**src/sys_cfg_regs.svh**
```systemverilog
// Offsets, field positions, reset values and widths of the configuration bank.
// Assumes inclusion by bare name from the package and the top module.
`ifndef SYS_CFG_REGS_SVH
`define SYS_CFG_REGS_SVH

// =====================================================
// Register bus
`define SYSCFG_ADDR_W        4
`define SYSCFG_DATA_W        16
`define SYSCFG_OFS_CONFIG    4'h0
`define SYSCFG_OFS_STATUS    4'h1

// =====================================================
// Configuration word fields
`define SYSCFG_BIT_CSMODE    6
`define SYSCFG_BIT_WRITE_STROBE_CONFIG     7
`define SYSCFG_BIT_CLOCK_OUTPUT_ENABLE     8
`define SYSCFG_BIT_HIGH_BYTE_PIN_DISABLE    9
`define SYSCFG_BIT_SEGOFF    11
`define SYSCFG_BIT_ROMMAP    12
`define SYSCFG_STK_LSB       13
`define SYSCFG_STK_MSB       15
`define SYSCFG_STK_W         3

// =====================================================
// Status word fields
`define SYSCFG_BIT_LOCKED    0
`define SYSCFG_BIT_PENDING   1

// =====================================================
// Reset values
`define SYSCFG_RST_CSMODE    1'b0
`define SYSCFG_RST_WRITE_STROBE_CONFIG     1'b0
`define SYSCFG_RST_CLOCK_OUTPUT_ENABLE     1'b0
`define SYSCFG_RST_HIGH_BYTE_PIN_DISABLE    1'b0
`define SYSCFG_RST_SEGOFF    1'b0
`define SYSCFG_RST_STK       3'h0

// =====================================================
// External bus and stack
`define SYSCFG_EXT_ADDR_W    24
`define SYSCFG_IP_W          16
`define SYSCFG_CSP_W         8
`define SYSCFG_NUM_CS        4
`define SYSCFG_STK_WORDS_W   11
`define SYSCFG_STK_MIN_WORDS 11'h020
`define SYSCFG_STK_MAX_CODE  3'h5
`define SYSCFG_FRAME_W       2

`endif

```
**src/sys_cfg_pkg.sv**
```systemverilog
// Types for the configuration bank: the whole state of the top module.
// Assumes sys_cfg_regs.svh is on the include path.
`include "sys_cfg_regs.svh"

package sys_cfg_pkg;

  // =====================================================
  // Complete registered state
  typedef struct packed {
    logic                              select_latch_mode;
    logic                              write_strobe_config;
    logic                              clock_output_enable;
    logic                              high_byte_pin_disable;
    logic                              segmentation_off;
    logic [`SYSCFG_STK_W-1:0]          stack_size_field;
    logic                              act_unlatched;
    logic                              act_write_strobe_config;
    logic                              act_high_byte_pin_disable;
    logic                              locked;
    logic                              straps_loaded;
    logic [`SYSCFG_DATA_W-1:0]         rdata;
    logic [`SYSCFG_NUM_CS-1:0]         cs_latched_n;
    logic                              write_pin_n;
    logic                              bhe_pin_n;
    logic                              bhe_oe_n;
    logic                              gpio_data;
    logic                              gpio_oe_n;
    logic [`SYSCFG_EXT_ADDR_W-1:0]     code_fetch_addr;
    logic                              push_csp;
    logic [`SYSCFG_FRAME_W-1:0]        frame_words;
    logic [`SYSCFG_STK_WORDS_W-1:0]    stack_words;
  } cfg_state_s;

endpackage

```
**src/system_config_control.sv**
```systemverilog
// System configuration bank: bus pin roles, clock output, segmentation,
// stack size and the end-of-init lock.
// Assumes straps are stable at reset release and inputs are synchronous.
//
// The strobed register port and the register offsets were decided locally.
`include "sys_cfg_regs.svh"
`timescale 1ns/1ns
`default_nettype none

module system_config_control (
  // Clock and reset
  input  wire logic                           clk_sys,
  input  wire logic                           rstn,
  // Register port
  input  wire logic [`SYSCFG_ADDR_W-1:0]      reg_addr,
  input  wire logic [`SYSCFG_DATA_W-1:0]      reg_wdata,
  input  wire logic                           reg_wr,
  input  wire logic                           reg_rd,
  output logic      [`SYSCFG_DATA_W-1:0]      reg_rdata,
  // Straps and core events
  input  wire logic                           write_config_sample_pin,
  input  wire logic                           bus_width_8,
  input  wire logic                           end_of_init_instruction,
  // External bus requests
  input  wire logic [`SYSCFG_EXT_ADDR_W-1:0]  bus_addr,
  input  wire logic                           bus_cycle_active,
  input  wire logic                           bus_write,
  input  wire logic                           bus_low_byte,
  input  wire logic                           bus_high_byte,
  // External bus pins
  output logic      [`SYSCFG_NUM_CS-1:0]      chip_select_n,
  output logic                              write_pin_n,
  output logic                              high_byte_enable_pin_n,
  output logic                              high_byte_enable_pin_oe_n,
  // Clock output port pin
  input  wire logic                           port_data_out,
  input  wire logic                           port_dir_out,
  output logic                              clock_out_port_pin,
  output logic                              clock_out_port_pin_oe_n,
  // Code address and stack frame
  input  wire logic [`SYSCFG_CSP_W-1:0]       code_segment_pointer,
  input  wire logic [`SYSCFG_IP_W-1:0]        instruction_pointer_reg,
  output logic      [`SYSCFG_EXT_ADDR_W-1:0]  code_fetch_addr,
  output logic                              push_code_segment,
  output logic      [`SYSCFG_FRAME_W-1:0]     stack_frame_words,
  output logic      [`SYSCFG_STK_WORDS_W-1:0] stack_size_words,
  // Mode levels for the core
  output logic                              segmentation_off,
  output logic                              config_locked
);

  // =====================================================
  // Helpers

  // Stack size in words from the field code
  function automatic logic [`SYSCFG_STK_WORDS_W-1:0] stack_words_of(
    input logic [`SYSCFG_STK_W-1:0] code
  );
    logic [`SYSCFG_STK_W-1:0] c;
    c = (code > `SYSCFG_STK_MAX_CODE) ? `SYSCFG_STK_MAX_CODE : code;
    return `SYSCFG_STK_MIN_WORDS << c;
  endfunction

  // Pack the configuration fields into a word
  function automatic logic [`SYSCFG_DATA_W-1:0] config_word(
    input sys_cfg_pkg::cfg_state_s s
  );
    logic [`SYSCFG_DATA_W-1:0] w;
    w = 16'h0000;
    w[`SYSCFG_BIT_CSMODE] = s.select_latch_mode;
    w[`SYSCFG_BIT_WRITE_STROBE_CONFIG]  = s.write_strobe_config;
    w[`SYSCFG_BIT_CLOCK_OUTPUT_ENABLE]  = s.clock_output_enable;
    w[`SYSCFG_BIT_HIGH_BYTE_PIN_DISABLE] = s.high_byte_pin_disable;
    w[`SYSCFG_BIT_SEGOFF] = s.segmentation_off;
    w[`SYSCFG_STK_MSB:`SYSCFG_STK_LSB] = s.stack_size_field;
    return w;
  endfunction

  // =====================================================
  // State

  sys_cfg_pkg::cfg_state_s          st;
  sys_cfg_pkg::cfg_state_s          next_st;
  logic [`SYSCFG_NUM_CS-1:0]        cs_comb_n;
  logic                             pending;
  logic                             cfg_write;

  // =====================================================
  // Chip-select decoder

  chip_select_decode #(
    .ADDR_W (`SYSCFG_EXT_ADDR_W),
    .NUM_CS (`SYSCFG_NUM_CS)
  ) u_cs_decode (
    .addr         (bus_addr),
    .cycle_active (bus_cycle_active),
    .cs_n         (cs_comb_n)
  );

  // Stored bus bits not yet in force
  assign pending = (st.act_unlatched != st.select_latch_mode) ||
                   (st.act_write_strobe_config != st.write_strobe_config) ||
                   (st.act_high_byte_pin_disable != st.high_byte_pin_disable);

  assign cfg_write = reg_wr && (reg_addr == `SYSCFG_OFS_CONFIG) && !st.locked;

  // =====================================================
  // Next state

  always_comb begin
    next_st = st;

    // Straps caught at the first edge after reset release
    if (!st.straps_loaded) begin
      next_st.straps_loaded = 1'b1;
      next_st.write_strobe_config = write_config_sample_pin;
      next_st.high_byte_pin_disable = bus_width_8;
    end

    // Software configuration write; reserved and foreign bits dropped
    if (cfg_write) begin
      next_st.select_latch_mode     = reg_wdata[`SYSCFG_BIT_CSMODE];
      next_st.write_strobe_config   = reg_wdata[`SYSCFG_BIT_WRITE_STROBE_CONFIG];
      next_st.clock_output_enable   = reg_wdata[`SYSCFG_BIT_CLOCK_OUTPUT_ENABLE];
      next_st.high_byte_pin_disable = reg_wdata[`SYSCFG_BIT_HIGH_BYTE_PIN_DISABLE];
      next_st.segmentation_off      = reg_wdata[`SYSCFG_BIT_SEGOFF];
      next_st.stack_size_field      = reg_wdata[`SYSCFG_STK_MSB:`SYSCFG_STK_LSB];
    end

    if (end_of_init_instruction) begin
      next_st.locked = 1'b1;
    end

    if (!bus_cycle_active) begin
      next_st.act_unlatched = st.select_latch_mode;
      next_st.act_write_strobe_config     = st.write_strobe_config;
      next_st.act_high_byte_pin_disable    = st.high_byte_pin_disable;
    end

    next_st.cs_latched_n = cs_comb_n;

    if (st.act_write_strobe_config) begin
      next_st.write_pin_n = !(bus_cycle_active && bus_write && bus_low_byte);
      next_st.bhe_pin_n   = !(bus_cycle_active && bus_write && bus_high_byte);
    end else begin
      next_st.write_pin_n = !(bus_cycle_active && bus_write);
      next_st.bhe_pin_n   = !(bus_cycle_active && bus_high_byte);
    end

    next_st.bhe_oe_n = st.act_high_byte_pin_disable;

    // Port pin as general I/O when the clock is off
    next_st.gpio_data = port_data_out;
    next_st.gpio_oe_n = !port_dir_out;

    if (st.segmentation_off) begin
      next_st.code_fetch_addr = {8'h00, instruction_pointer_reg};
    end else begin
      next_st.code_fetch_addr = {code_segment_pointer, instruction_pointer_reg};
    end

    next_st.push_csp    = !st.segmentation_off;
    next_st.frame_words = st.segmentation_off ? 2'h1 : 2'h2;

    next_st.stack_words = stack_words_of(st.stack_size_field);

    // Read data for the cycle after the strobe
    next_st.rdata = 16'h0000;
    if (reg_rd) begin
      case (reg_addr)
        `SYSCFG_OFS_CONFIG: begin
          next_st.rdata = config_word(st);
        end
        `SYSCFG_OFS_STATUS: begin
          next_st.rdata[`SYSCFG_BIT_LOCKED]  = st.locked;
          next_st.rdata[`SYSCFG_BIT_PENDING] = pending;
        end
        default: begin
          next_st.rdata = 16'h0000;
        end
      endcase
    end
  end

  // =====================================================
  // State register

  always_ff @(posedge clk_sys or negedge rstn) begin
    if (!rstn) begin
      st                       <= '0;
      st.select_latch_mode     <= `SYSCFG_RST_CSMODE;
      st.write_strobe_config   <= `SYSCFG_RST_WRITE_STROBE_CONFIG;
      st.clock_output_enable   <= `SYSCFG_RST_CLOCK_OUTPUT_ENABLE;
      st.high_byte_pin_disable <= `SYSCFG_RST_HIGH_BYTE_PIN_DISABLE;
      st.segmentation_off      <= `SYSCFG_RST_SEGOFF;
      st.stack_size_field      <= `SYSCFG_RST_STK;
      st.act_unlatched         <= `SYSCFG_RST_CSMODE;
      st.act_write_strobe_config             <= `SYSCFG_RST_WRITE_STROBE_CONFIG;
      st.act_high_byte_pin_disable            <= `SYSCFG_RST_HIGH_BYTE_PIN_DISABLE;
      st.cs_latched_n          <= {`SYSCFG_NUM_CS{1'b1}};
      st.write_pin_n           <= 1'b1;
      st.bhe_pin_n             <= 1'b1;
      st.bhe_oe_n              <= 1'b1;
      st.gpio_oe_n             <= 1'b1;
      st.push_csp              <= 1'b1;
      st.frame_words           <= 2'h2;
      st.stack_words           <= `SYSCFG_STK_MIN_WORDS;
    end else begin
      st <= next_st;
    end
  end

  // =====================================================
  // Outputs

  assign chip_select_n = st.act_unlatched ? cs_comb_n : st.cs_latched_n;

  // Bus pins from the state register
  assign write_pin_n               = st.write_pin_n;
  assign high_byte_enable_pin_n    = st.bhe_pin_n;
  assign high_byte_enable_pin_oe_n = st.bhe_oe_n;

  assign clock_out_port_pin = st.clock_output_enable ? clk_sys : st.gpio_data;

  assign clock_out_port_pin_oe_n = st.clock_output_enable ? 1'b0 : st.gpio_oe_n;

  // Code address and stacking controls
  assign code_fetch_addr   = st.code_fetch_addr;
  assign push_code_segment = st.push_csp;
  assign stack_frame_words = st.frame_words;
  assign stack_size_words  = st.stack_words;

  // Mode levels and register read data
  assign segmentation_off = st.segmentation_off;
  assign config_locked    = st.locked;
  assign reg_rdata        = st.rdata;

endmodule // system_config_control

`default_nettype wire

```
**src/chip_select_decode.sv**
```systemverilog
// Address decoder for the chip-select lines, purely combinational.
// Assumes the address and cycle flag are stable for the whole bus cycle.
`timescale 1ns/1ns
`default_nettype none

module chip_select_decode #(
  parameter int ADDR_W = 24,
  parameter int NUM_CS = 4
) (
  // Current external address
  input  wire logic [ADDR_W-1:0] addr,
  input  wire logic              cycle_active,
  // Decoded selects, active low
  output logic      [NUM_CS-1:0] cs_n
);

  localparam int SEL_W = $clog2(NUM_CS);

  // One region per select in the top address bits
  function automatic logic [NUM_CS-1:0] decode(
    input logic [ADDR_W-1:0] a,
    input logic              act
  );
    logic [NUM_CS-1:0] r;
    r = {NUM_CS{1'b1}};
    for (int i = 0; i < NUM_CS; i++) begin
      if (act && (a[ADDR_W-1 -: SEL_W] == SEL_W'(i))) begin
        r[i] = 1'b0;
      end
    end
    return r;
  endfunction

  // Selects follow the address directly
  always_comb begin
    cs_n = decode(addr, cycle_active);
  end

endmodule // chip_select_decode

`default_nettype wire

```
**config.mk**
```make
export PLATFORM = sky130hd
export DESIGN_NAME = system_config_control
export DESIGN_NICKNAME = d
export VERILOG_FILES = /design/src/sys_cfg_pkg.sv /design/src/system_config_control.sv /design/src/chip_select_decode.sv
export VERILOG_INCLUDE_DIRS = /design/src
export SDC_FILE = /design/constraint.sdc
export NUM_CORES = 1
export LEC_CHECK = 0
export ABC_CLOCK_PERIOD_IN_PS = 2600
export BUFFER_PORTS_ARGS = -buffer_cell sky130_fd_sc_hd__buf_2
export CORE_ASPECT_RATIO = 0.5
export CORE_MARGIN = 2
export CORE_UTILIZATION = 35
export DETAILED_ROUTE_END_ITERATION = 12
export GPL_ROUTABILITY_DRIVEN = 1
export PLACE_DENSITY = 0.66
export SLEW_MARGIN = 20
export SYNTH_ARGS = -nofsm -noshare
export SYNTH_HDL_FRONTEND = slang
export SYNTH_SLANG_ARGS = --single-unit
```
**constraint.sdc**
```tcl
create_clock -name clk_sys -period 2.6 [get_ports clk_sys]
set_input_delay 0.13 -clock clk_sys [delete_from_list [all_inputs] [get_ports clk_sys]]
set_output_delay 0.13 -clock clk_sys [all_outputs]
set_load 0.005 [all_outputs]
```
; After elaboration in Yosys (flattened, before gate mapping)
; Index checks and enable logic that the tools add are counted.
[word_totals]
mem_bits_ro = 0
out_inout_bits = 65
latch_bits = 0
ram_bits = 0
word_cells = 70
memories = 0
regBits = 76
[classes]
n_lt_le_gt_ge = 1
n_eq_ne = 8
n_mux = 17
addsub = 0
n_bitwise = 0
n_reduce_logical = 21
shift = 1
div_mod_pow = 0
n_mul = 0
[ops]
columns = operator, n
row1 = 24-bit two-way mux, 1
row2 = 16-bit two-way mux, 1
row3 = 14-bit two-way mux, 1
row4 = "6-bit by 3-bit left shift with 11-bit output, first input constant", 1
row5 = 1-bit logical AND, 10
row6 = 1-bit two-way mux, 8
row7 = 1-bit zero test, 7
row8 = 7-bit two-way mux, 1
row9 = 2-bit two-way mux, 3
row10 = "2-bit == test, second input constant", 2
row11 = "4-bit by 1-bit == test with 1-bit output, second input constant", 1
row12 = 4-bit zero test, 1
row13 = 4-bit two-way mux, 1
row14 = "3-bit greater-than comparator, second input constant", 1
row15 = 3-bit two-way mux, 1
row16 = 1-bit inequality test, 3
row17 = "2-bit by 1-bit == test with 1-bit output, second input constant", 1
row18 = 2-bit zero test, 1
row19 = 1-bit logical OR, 2
row20 = "2-bit by 1-bit inequality test with 1-bit output, second input constant", 1

; Longest topological paths before layout
; Gate-level depths: netlist (run 1).
[logic_depth]
word_depth = 5
ltp_mapped = 3

; Cells and area by module
; From an unflattened synthesis (run 1), not the netlist that was laid out.
[hier_totals]
cells_unflattened = 183
hier_area_um2 = 2528.7
[by_module_without_submodules]
columns = mod, cells_each, area_per_inst_um2, n_inst, seq_area_each_um2
row1 = system_config_control, 179, 2499.9, 1, 1614.0
row2 = chip_select_decode, 4, 28.8, 1, 0.0

==> results of run 1 <==
worst reg2reg max path, cell delays in order (launching register included):
cell and delay [ns]:
dfrtp_1 0.39, inv_1 0.08, o211ai_1 0.19, dlygate4sd3_1 0.57
routing by layer:
layer	track usage, %	up-vias	wire [um]
met5	0	-	0
met1	12.8	798	1860
met2	26.2	50	2860
met3	5.70	8	259
met4	6.88	0	83
li1	-	760	-
cell usage in the layout (no fill, tap or decap), types with 2 or more instances in the layout:
cell	count
inv_1	4
dfrtp_1	54
bufinv_16	3
o211ai_1	2
dfstp_2	10
nor2b_1	9
dlygate4sd3_1	44
buf_2	104
nand3_1	2
nand3b_1	2
mux2_2	18
conb_1	12
clkbuf_16	12
buf_4	2
clkinvlp_4	2
nor3b_1	3
and2_1	8
xnor2_1	3
registers in the layout (all words and copies together), names as in the netlist, 2 cells and up:
signal,cells
code_fetch_addr,24
reg_rdata,10
st,16
stack_size_words,6
stack_frame_words,2
power breakdown:
| group | internal (mW) | switching [mW] |
|---|---|---|
| clock network | 1.13 | 0.438 |
| registers | 1.04 | 0.0187 |
| logic | 0.117 | 0.0753 |
synth_stat cells (all sizes together):
library cell,number
buf,54
dfrtp,54
mux2,18
dfstp,10
nor2b,9
and2,8
inv,4
nor3b,3
xnor2,3
and3b,2
clkbuf,2
conb,2
nand3,2
nand3b,2
nor3,2
o211ai,2
a31oi,1
nand4b,1
nor2,1
o21a,1
or2,1
or3b,1
cell families after synthesis:
| group | Yosys count | share of synthesized area [%] |
|---|---|---|
| xor+xnor | 3 | 1.04 |
| mux | 18 | 7.99 |
| compound gates | 4 | 1.13 |
| other cells | 2 | 0.296 |
| buf+inv | 60 | 16.9 |
| simple gates | 32 | 9.07 |
| flops | 64 | 63.6 |
how the worst min path moves through the flow:
stage                                    end             start
after CTS                             st[45]  bus_cycle_active
after floorplan           code_fetch_addr[0]              rstn
after global routing            reg_rdata[1]       reg_addr[0]
final                           reg_rdata[0]       reg_addr[0]
after global placement          reg_rdata[8]              rstn
after detailed placement              st[39]              rstn
per-stage QoR:
step                cells  utilization (%)
CTS                   398             53.5
floorplan             193                -
finish                398             53.5
global placement      335             41.0
detailed placement    335             41.0
global route          398             53.5
cell type report:
cell class	instances	area, um2	area share [%]
inverters	4	15.0	0.409
repair buffers	149	971	26.4
multi-input cells	69	533	14.5
clock inverters	7	119	3.24
clock buffers	13	305	8.31
well taps	92	115	3.13
flip-flops and latches	64	1610	44.0
timing repair:
action                                 in CTS  in global routing
resized for setup                           0                  0
hold buffers                               44                  0
endpoints found under the hold margin      58                  0
==> impl_results.md, run 1 <==
* RSZ-0062 raised after global routing: false
* Avg Cell Area, Syn at 13.9 um2
* CP Depth at 4
* Pwr Density at 769 nW/um2
* Number of global-route vias before repair at 1796
* Hold Fails Final Rpt at 0
* DRT iter0 DRCs at 46
* PortBufs at 104
* Synth top area cells: dfrtp_1 (53%), buf_4 (16%), dfstp_2 (10%)
* Worst Setup SP: clk_sys
* Worst-skew pair later-pin latency at 0.43 ns
* Max-cap violation count at 0
* R2r worst-path depth at 3
* IO Pins at 146
* Sequential area share after synthesis at 63.6%
* Peak VDD IR at 0.000351 V
* First-pass GRT wire length at 8340 um
* Final setup margin at 0.557 ns
* Setup CP Type: clk2out
* Post-Syn Instances at 183
* Setup bufs post-CTS at 0
* Hold slack at 0.0204 ns
* Clock transition at path regs at 0.05 ns
* Leak Pwr at 1.84 nW
* Slowest-stage cell, CP: mux2_2
* Setup crit end: clock_out_port_pin
* Top cell type's share of synthesized area at 53.3%
* Via count at 1616
* Biggest area consumer among synthesized cells: dfrtp_1
* Reg2reg end: high_byte_enable_pin_n
* Placed inst area at 2810 um2
* Setup Skew at 0.00349 ns
* Die footprint at 7990 um2
* Top delay family on crit path: buffers and inverters
* Initial Util at 37.0%
* Final setup fails at 0
* Worst Hold Class: in2reg
* Post-DP HPWL at 3320 um
* Slew Viols, Final at 0
* Final Power at 2.83 mW
* Worst path required time at 2.47 ns
* FILL cells at 577
* Crit Reg-Reg Startpoint: st[66]
* Startpoint Class: clock port
* Post-Syn Area at 2540 um2
* Reg2Reg Setup Slack at 1.31 ns
* Yosys reg bits at 64
* Worst slack, placed at 0.814 ns
* Residual DRC at 0
* Area delta synth->final at 44.7%
* Grt ovf at 0
* Die W at 124 um
* Setup TNS at 0 ns
* Ant diodes at 0
* Die Height at 64.2 um
* Final net count at 382
* Most numerous cell on the critical path: clkbuf_16
* Arr. time, crit path at 1.91 ns
* Antenna violations before repair at 0
* Ys Warns at 0
* Max Fanout on Critical Path at 2
* GRT Util Overall at 13.7%
* Share of cells above drive strength 1 at 51.3%
* Crit. End Element: primary output
* Hold depth at 3
* Pin count of the biggest net entering global routing at 26
* Core ar. at 6860 um2
* Final wirelength at 5060 um
* Std cell rows at 21
* Design Area, Final at 3670 um2
* Number of library cell types mapped by synthesis at 24
* Status: complete, no violations
* GPL Wtd Cong at 0.759
* CTS tree: yes
* WP buf/inv at 3
* Via/cell ratio at 4.06
* Post-route ant nets at 0
* Routed length per instance at 12.7 um
* CP cell instances: clkbuf_16, clkbuf_16, mux2_2, buf_2
* Slowest stage delay, CP at 0.25 ns
* 1st-pass router iterations at 4
(Power assumes the default switching activity.)
==> run 2: changes to the inputs <==
--- a/config.mk
+++ b/config.mk
@@ -6,7 +6,7 @@
 export SDC_FILE = /design/constraint.sdc
 export NUM_CORES = 1
 export LEC_CHECK = 0
-export ABC_CLOCK_PERIOD_IN_PS = 2600
+export ABC_CLOCK_PERIOD_IN_PS = 1910
 export BUFFER_PORTS_ARGS = -buffer_cell sky130_fd_sc_hd__buf_2
 export CORE_ASPECT_RATIO = 0.5
 export CORE_MARGIN = 2
==> constraint.sdc (replaced) <==
create_clock -name clk_sys -period 1.91 [get_ports clk_sys]
set_input_delay 0.0955 -clock clk_sys [delete_from_list [all_inputs] [get_ports clk_sys]]
set_output_delay 0.0955 -clock clk_sys [all_outputs]
set_load 0.005 [all_outputs]
==> impl_results.md, run 2 (synthesized netlist as in run 1, its figures left out) <==
* Status: complete, no violations
* WP buf/inv at 3 (unchanged)
* Relative slew slack at 56.9%
* Routed length per instance at 12.4 um (-2.4%)
* Most common cell after layout, fill and taps aside: buf_2
* IO Pins at 146 (unchanged)
* Worst Hold Class: in2reg
* Worst-Margin Slew at 0.647 ns
* Final wirelength at 4960 um (-1.9%)
* Worst path required time at 1.81 ns (-0.66 ns)
* CTS tree: yes
* Antenna violations before repair at 0 (unchanged)
* Hold Fails Final Rpt at 0 (unchanged)
* Die footprint at 7990 um2 (unchanged)
* Post-DP HPWL at 3310 um (-0.51%)
* Max Fanout on Critical Path at 9 (+7)
* Setup TNS at 0 ns (unchanged)
* GPL Wtd Cong at 0.754 (-0.65%)
* Startpoint Class: input pin
* First-pass GRT wire length at 8210 um (-1.5%)
* Residual DRC at 0 (unchanged)
* Number of global-route vias before repair at 1794 (-0.11%)
* Max FFs per register at 24 (unchanged)
* Leak Pwr at 1.85 nW (+0.53%)
* Die W at 124 um (unchanged)
* Initial Util at 37.0% (unchanged)
* PortBufs at 104 (unchanged)
* Setup CP Type: in2out
* Top delay family on crit path: buffers and inverters
* Std cell rows at 21 (unchanged)
* Min cycle time layout at 1.70 ns
* Final net count at 384 (+0.52%)
* Arr. time, crit path at 1.61 ns (-0.30 ns)
* Peak VDD IR at 0.000407 V (+16%)
* Met2 Track Usage GR at 24.7% (-1.5 points)
* Most numerous cell on the critical path: buf_2
* Crit. End Element: primary output
* Slowest-stage cell, CP: dlygate4sd3_1
* Die Height at 64.2 um (unchanged)
* Clock transition at path regs at 0.05 ns (about the same)
* Most frequent cells in the layout: buf_2 (104), dfrtp_1 (54), dlygate4sd3_1 (47)
* Grt ovf at 0 (unchanged)
* RSZ-0062 raised after global routing: false
* DRT iter0 DRCs at 59 (+28%)
* Busiest layer in global routing: met2
* GRT Util Overall at 13.4% (-0.35 points)
* PostCTS Resize Cnt at 0 (unchanged)
* Core ar. at 6860 um2 (unchanged)
* Setup Skew at 0.00353 ns (+0.0000348 ns)
* CP cell instances: dlygate4sd3_1, buf_2, or3b_1, mux2_2, buf_2
* Final setup fails at 0 (unchanged)
* Worst-skew pair later-pin latency at 0.43 ns (about the same)
* Met3 usage at 5.95% (+0.25 points)
* Ant diodes at 0 (unchanged)
* Pin count of the biggest net entering global routing at 37 (+42%)
* FILL cells at 556 (-3.6%)
* FMAX at 0.588 GHz
* Hold buffer count at CTS at 47 (+6.8%)
* Via/cell ratio at 4.06 (-0.13%)
* Slew Viols, Final at 0 (unchanged)
* 1st-pass router iterations at 4 (unchanged)
* Met1 Usage GRT at 12.9% (+0.053 points)
* Setup bufs post-CTS at 0 (unchanged)
* Final period util at 89.0%
* Post-route ant nets at 0 (unchanged)
* Pwr Density at 1040 nW/um2 (+35%)
* Area delta synth->final at 46.1%
* Share of cells above drive strength 1 at 50.6% (-0.66 points)
* Via count at 1622 (+0.37%)
* Slowest stage delay, CP at 0.52 ns (+0.27 ns)
* Max-cap violation count at 0 (unchanged)
* Hold slack at 0.0349 ns (+0.0145 ns)
run 2: cell type report:
type	instances	area (um2)	share of cell area, %
well taps	92	115	3.10
multi-input cells	69	533	14.4
repair buffers	151	1010	27.1
flip-flops and latches	64	1610	43.5
inverters	4	15.0	0.405
clock buffers	13	305	8.23
clock inverters	7	119	3.21
run 2: worst register-to-register path, cell delays in order (launching register included):
cell,delay (ns)
dfrtp_1,0.38
inv_1,0.08
o211ai_1,0.19
dlygate4sd3_1,0.57
run 2: final timing paths:
path / startpoint / to / slack, ns / cells after the start
hold reg to reg: next_st[40] / high_byte_enable_pin_oe_n / 0.42 / 0
setup reg to reg: st[66] / high_byte_enable_pin_n / 0.64 / 3
min in group asynchronous: rstn / config_locked / 0.22 / 2
max in group asynchronous: rstn / write_pin_n / 1.00 / 3
setup / recovery: bus_cycle_active / chip_select_n[0] / 0.21 / 5
hold / removal: write_config_sample_pin / st[74] / 0.03 / 3
run 2: through the flow:
step           power [mW]  utilization [%]  cell area [um2]  instances  worst slack (ns)
6_report             3.86             54.1             3710        400             0.209
5_1_grt              4.00             54.1             3710        400             0.136
4_1_cts              3.91             54.1             3710        400             0.197
3_5_place_dp         1.67             41.1             2820        334             0.504
3_3_place_gp         1.66             41.1             2820        334             0.504
2_1_floorplan        1.59                -             2570        193             0.605
run 2: report_power, final:
group          switching [mW]  internal (mW)  total, mW
combinational           0.103          0.163      0.266
sequential             0.0249           1.42       1.45
clock                   0.604           1.54       2.15
total                   0.732           3.13       3.86
run 2: routing by layer:
metal,share of wire (%),vias up
met3,5.8,11
met4,2.1,0
met1,36,796
li1,-,765
met5,0,-
met2,56,50
==> run 3: changes to the inputs <==
--- a/config.mk
+++ b/config.mk
@@ -8,12 +8,14 @@
 export LEC_CHECK = 0
 export ABC_CLOCK_PERIOD_IN_PS = 1910
 export BUFFER_PORTS_ARGS = -buffer_cell sky130_fd_sc_hd__buf_2
+export CELL_PAD_IN_SITES_DETAIL_PLACEMENT = 1
+export CELL_PAD_IN_SITES_GLOBAL_PLACEMENT = 2
 export CORE_ASPECT_RATIO = 0.5
 export CORE_MARGIN = 2
-export CORE_UTILIZATION = 35
+export CORE_UTILIZATION = 26
 export DETAILED_ROUTE_END_ITERATION = 12
 export GPL_ROUTABILITY_DRIVEN = 1
-export PLACE_DENSITY = 0.66
+export PLACE_DENSITY = 0.81
 export SLEW_MARGIN = 20
 export SYNTH_ARGS = -nofsm -noshare
 export SYNTH_HDL_FRONTEND = slang
==> impl_results.md, run 3 (synthesized netlist as in run 1, its figures left out) <==
* Ant diodes at 0 (unchanged)
* Startpoint Class: input pin
* Final wirelength at 6410 um (+29%)
* Net Switching at 772 uW (+5.4%)
* Worst Hold Class: in2reg
* Setup Skew at 0.00836 ns (+0.00483 ns)
* Final cell count without fillers at 444 (+11%)
* Final setup margin at 0.175 ns (-0.0341 ns)
* Clk pwr share at 52.6% (-3.1 points)
* Worst Setup SP: bus_cycle_active
* Arr. time, crit path at 1.64 ns (+0.03 ns)
* Min cycle time layout at 1.73 ns (+0.0341 ns)
* DRT iter0 DRCs at 69 (+17%)
* Reg2Reg Setup Slack at 0.64 ns (about the same)
* Die footprint at 10600 um2 (+33%)
* R2r worst-path depth at 3 (unchanged)
* Internal power at 2.85 mW (-8.8%)
* Max Fanout on Critical Path at 9 (unchanged)
* Setup bufs post-CTS at 0 (unchanged)
* Max-cap violation count at 0 (unchanged)
* Grt ovf at 0 (unchanged)
* Status: complete, no violations
* GPL Wtd Cong at 0.752 (-0.20%)
* Clock transition at path regs at 0.05 ns (about the same)
* Via/cell ratio at 3.74 (-7.9%)
* Hold buffer count at CTS at 47 (unchanged)
* Setup crit end: chip_select_n[0]
* Post-DP HPWL at 4150 um (+26%)
* Worst path required time at 1.81 ns (about the same)
* Design Area, Final at 3700 um2 (-0.17%)
* Worst-skew pair later-pin latency at 0.44 ns (about the same)
* FILL cells at 1024 (+84%)
* Number of global-route vias before repair at 1938 (+8.0%)
* FMAX at 0.576 GHz (-2.0%)
* Via count at 1659 (+2.3%)
* Crit. End Element: primary output
* Initial Util at 26.8% (-10 points)
* Sw Ratio at 21.3% (+2.3 points)
* Leak Pwr at 1.83 nW (-1.3%)
* PostCTS Resize Cnt at 0 (unchanged)
* Peak VDD IR at 0.000414 V (+1.7%)
* Antenna violations before repair at 0 (unchanged)
* Die W at 144 um (+16%)
* Pin count of the biggest net entering global routing at 25 (-32%)
* Final setup fails at 0 (unchanged)
* Most frequent cells in the layout: buf_2 (104), dfrtp_1 (54), dlygate4sd3_1 (47)
* PortBufs at 104 (unchanged)
* CTS tree: yes
* IO Pins at 146 (unchanged)
* GRT Util Overall at 13.4% (+0.030 points)
* Post-route ant nets at 0 (unchanged)
* First-pass GRT wire length at 10100 um (+23%)
* Residual DRC at 0 (unchanged)
* Max FFs per register at 24 (unchanged)
* Share of cells above drive strength 1 at 50.5% (-0.16 points)
* Worst slack, placed at 0.504 ns (unchanged)
* Final Util at 39.0% (-15 points)
* Combinational power share at 7.5% (+0.6 points)
* Final net count at 385 (+0.26%)
* Slew Viols, Final at 0 (unchanged)
* Area delta synth->final at 45.9%
* Setup CP Type: in2out
* Reg2reg end: high_byte_enable_pin_n
* Setup TNS at 0 ns (unchanged)
* Crit Reg-Reg Startpoint: st[66]
* Placed cell count at 378 (+13%)
* Hold Fails Final Rpt at 0 (unchanged)
* Final period util at 90.8% (+1.8 points)
* Pwr Density at 979 nW/um2 (-5.9%)
* Placed inst area at 2870 um2 (+1.7%)
* 1st-pass router iterations at 4 (unchanged)
* Core ar. at 9480 um2 (+38%)
* Routed length per instance at 14.4 um (+16%)
* Sequential share of power at 39.9% (+2.4 points)
* Std cell rows at 25 (+19%)
* RSZ-0062 raised after global routing: false
* Relative slew slack at 65.6% (+8.7 points)
* Die Height at 73.9 um (+15%)
* Most common cell after layout, fill and taps aside: buf_2
* Worst-Margin Slew at 0.517 ns (-0.130 ns)
## run 3: cell count changes in the layout (fill, tap and decap cells not counted)
cell / delta
buf_12: -1
buf_4: +2
bufinv_16: -2
clkbuf_1: +1
clkinv_2: +2
inv_6: -1
## run 3: worst min path at each step
stage                                  startpoint                  to  depth (start not counted)
final                     write_config_sample_pin              st[74]                          3
after detailed placement                     rstn              st[73]                          1
after global placement                       rstn              st[39]                          1
after floorplan                              rstn  code_fetch_addr[0]                          0
after global routing                  bus_width_8              st[72]                          3
after CTS                 write_config_sample_pin              st[74]                          3
## run 3: worst max-delay path, cell delays in order
cell and delay [ns]:
dlygate4sd3_1 0.53, buf_2 0.21, or3b_1 0.40, mux2_2 0.27
buf_2 0.13
## run 3: through the flow
step	hold WS (ns)	power (mW)
3_5_place_dp	0.0954	1.67
5_1_grt	0.0220	3.79
2_1_floorplan	-0.200	1.59
6_report	0.0222	3.62
4_1_cts	0.0121	3.67
3_3_place_gp	0.0791	1.66
## run 3: layout make-up
cell class,count,area [um2],share of cell area (%)
Clock buffer,14,309,8.35
Clock inverter,6,60.1,1.62
Inverter,4,15.0,0.406
Multi-Input combinational cell,69,533,14.4
Sequential cell,64,1610,43.6
Tap cell,135,169,4.56
Timing Repair Buffer,152,1000,27.0
## run 3: metal layers
metal,vias up,global-route usage [%],part of all wire (%)
met4,0,6.54,1.8
met3,11,6.26,5.2
met2,49,25.6,59
met1,836,12.2,34
li1,763,-,-
met5,-,0,0
## run 3: power groups by stage
stage,registers (mW),logic [mW],clock network (mW)
final,1.45,0.273,1.91
after global routing,1.45,0.302,2.03
after CTS,1.45,0.275,1.95
after detailed placement,1.47,0.200,0.00329
after global placement,1.47,0.188,0.00329
after floorplan,1.46,0.121,0.00211
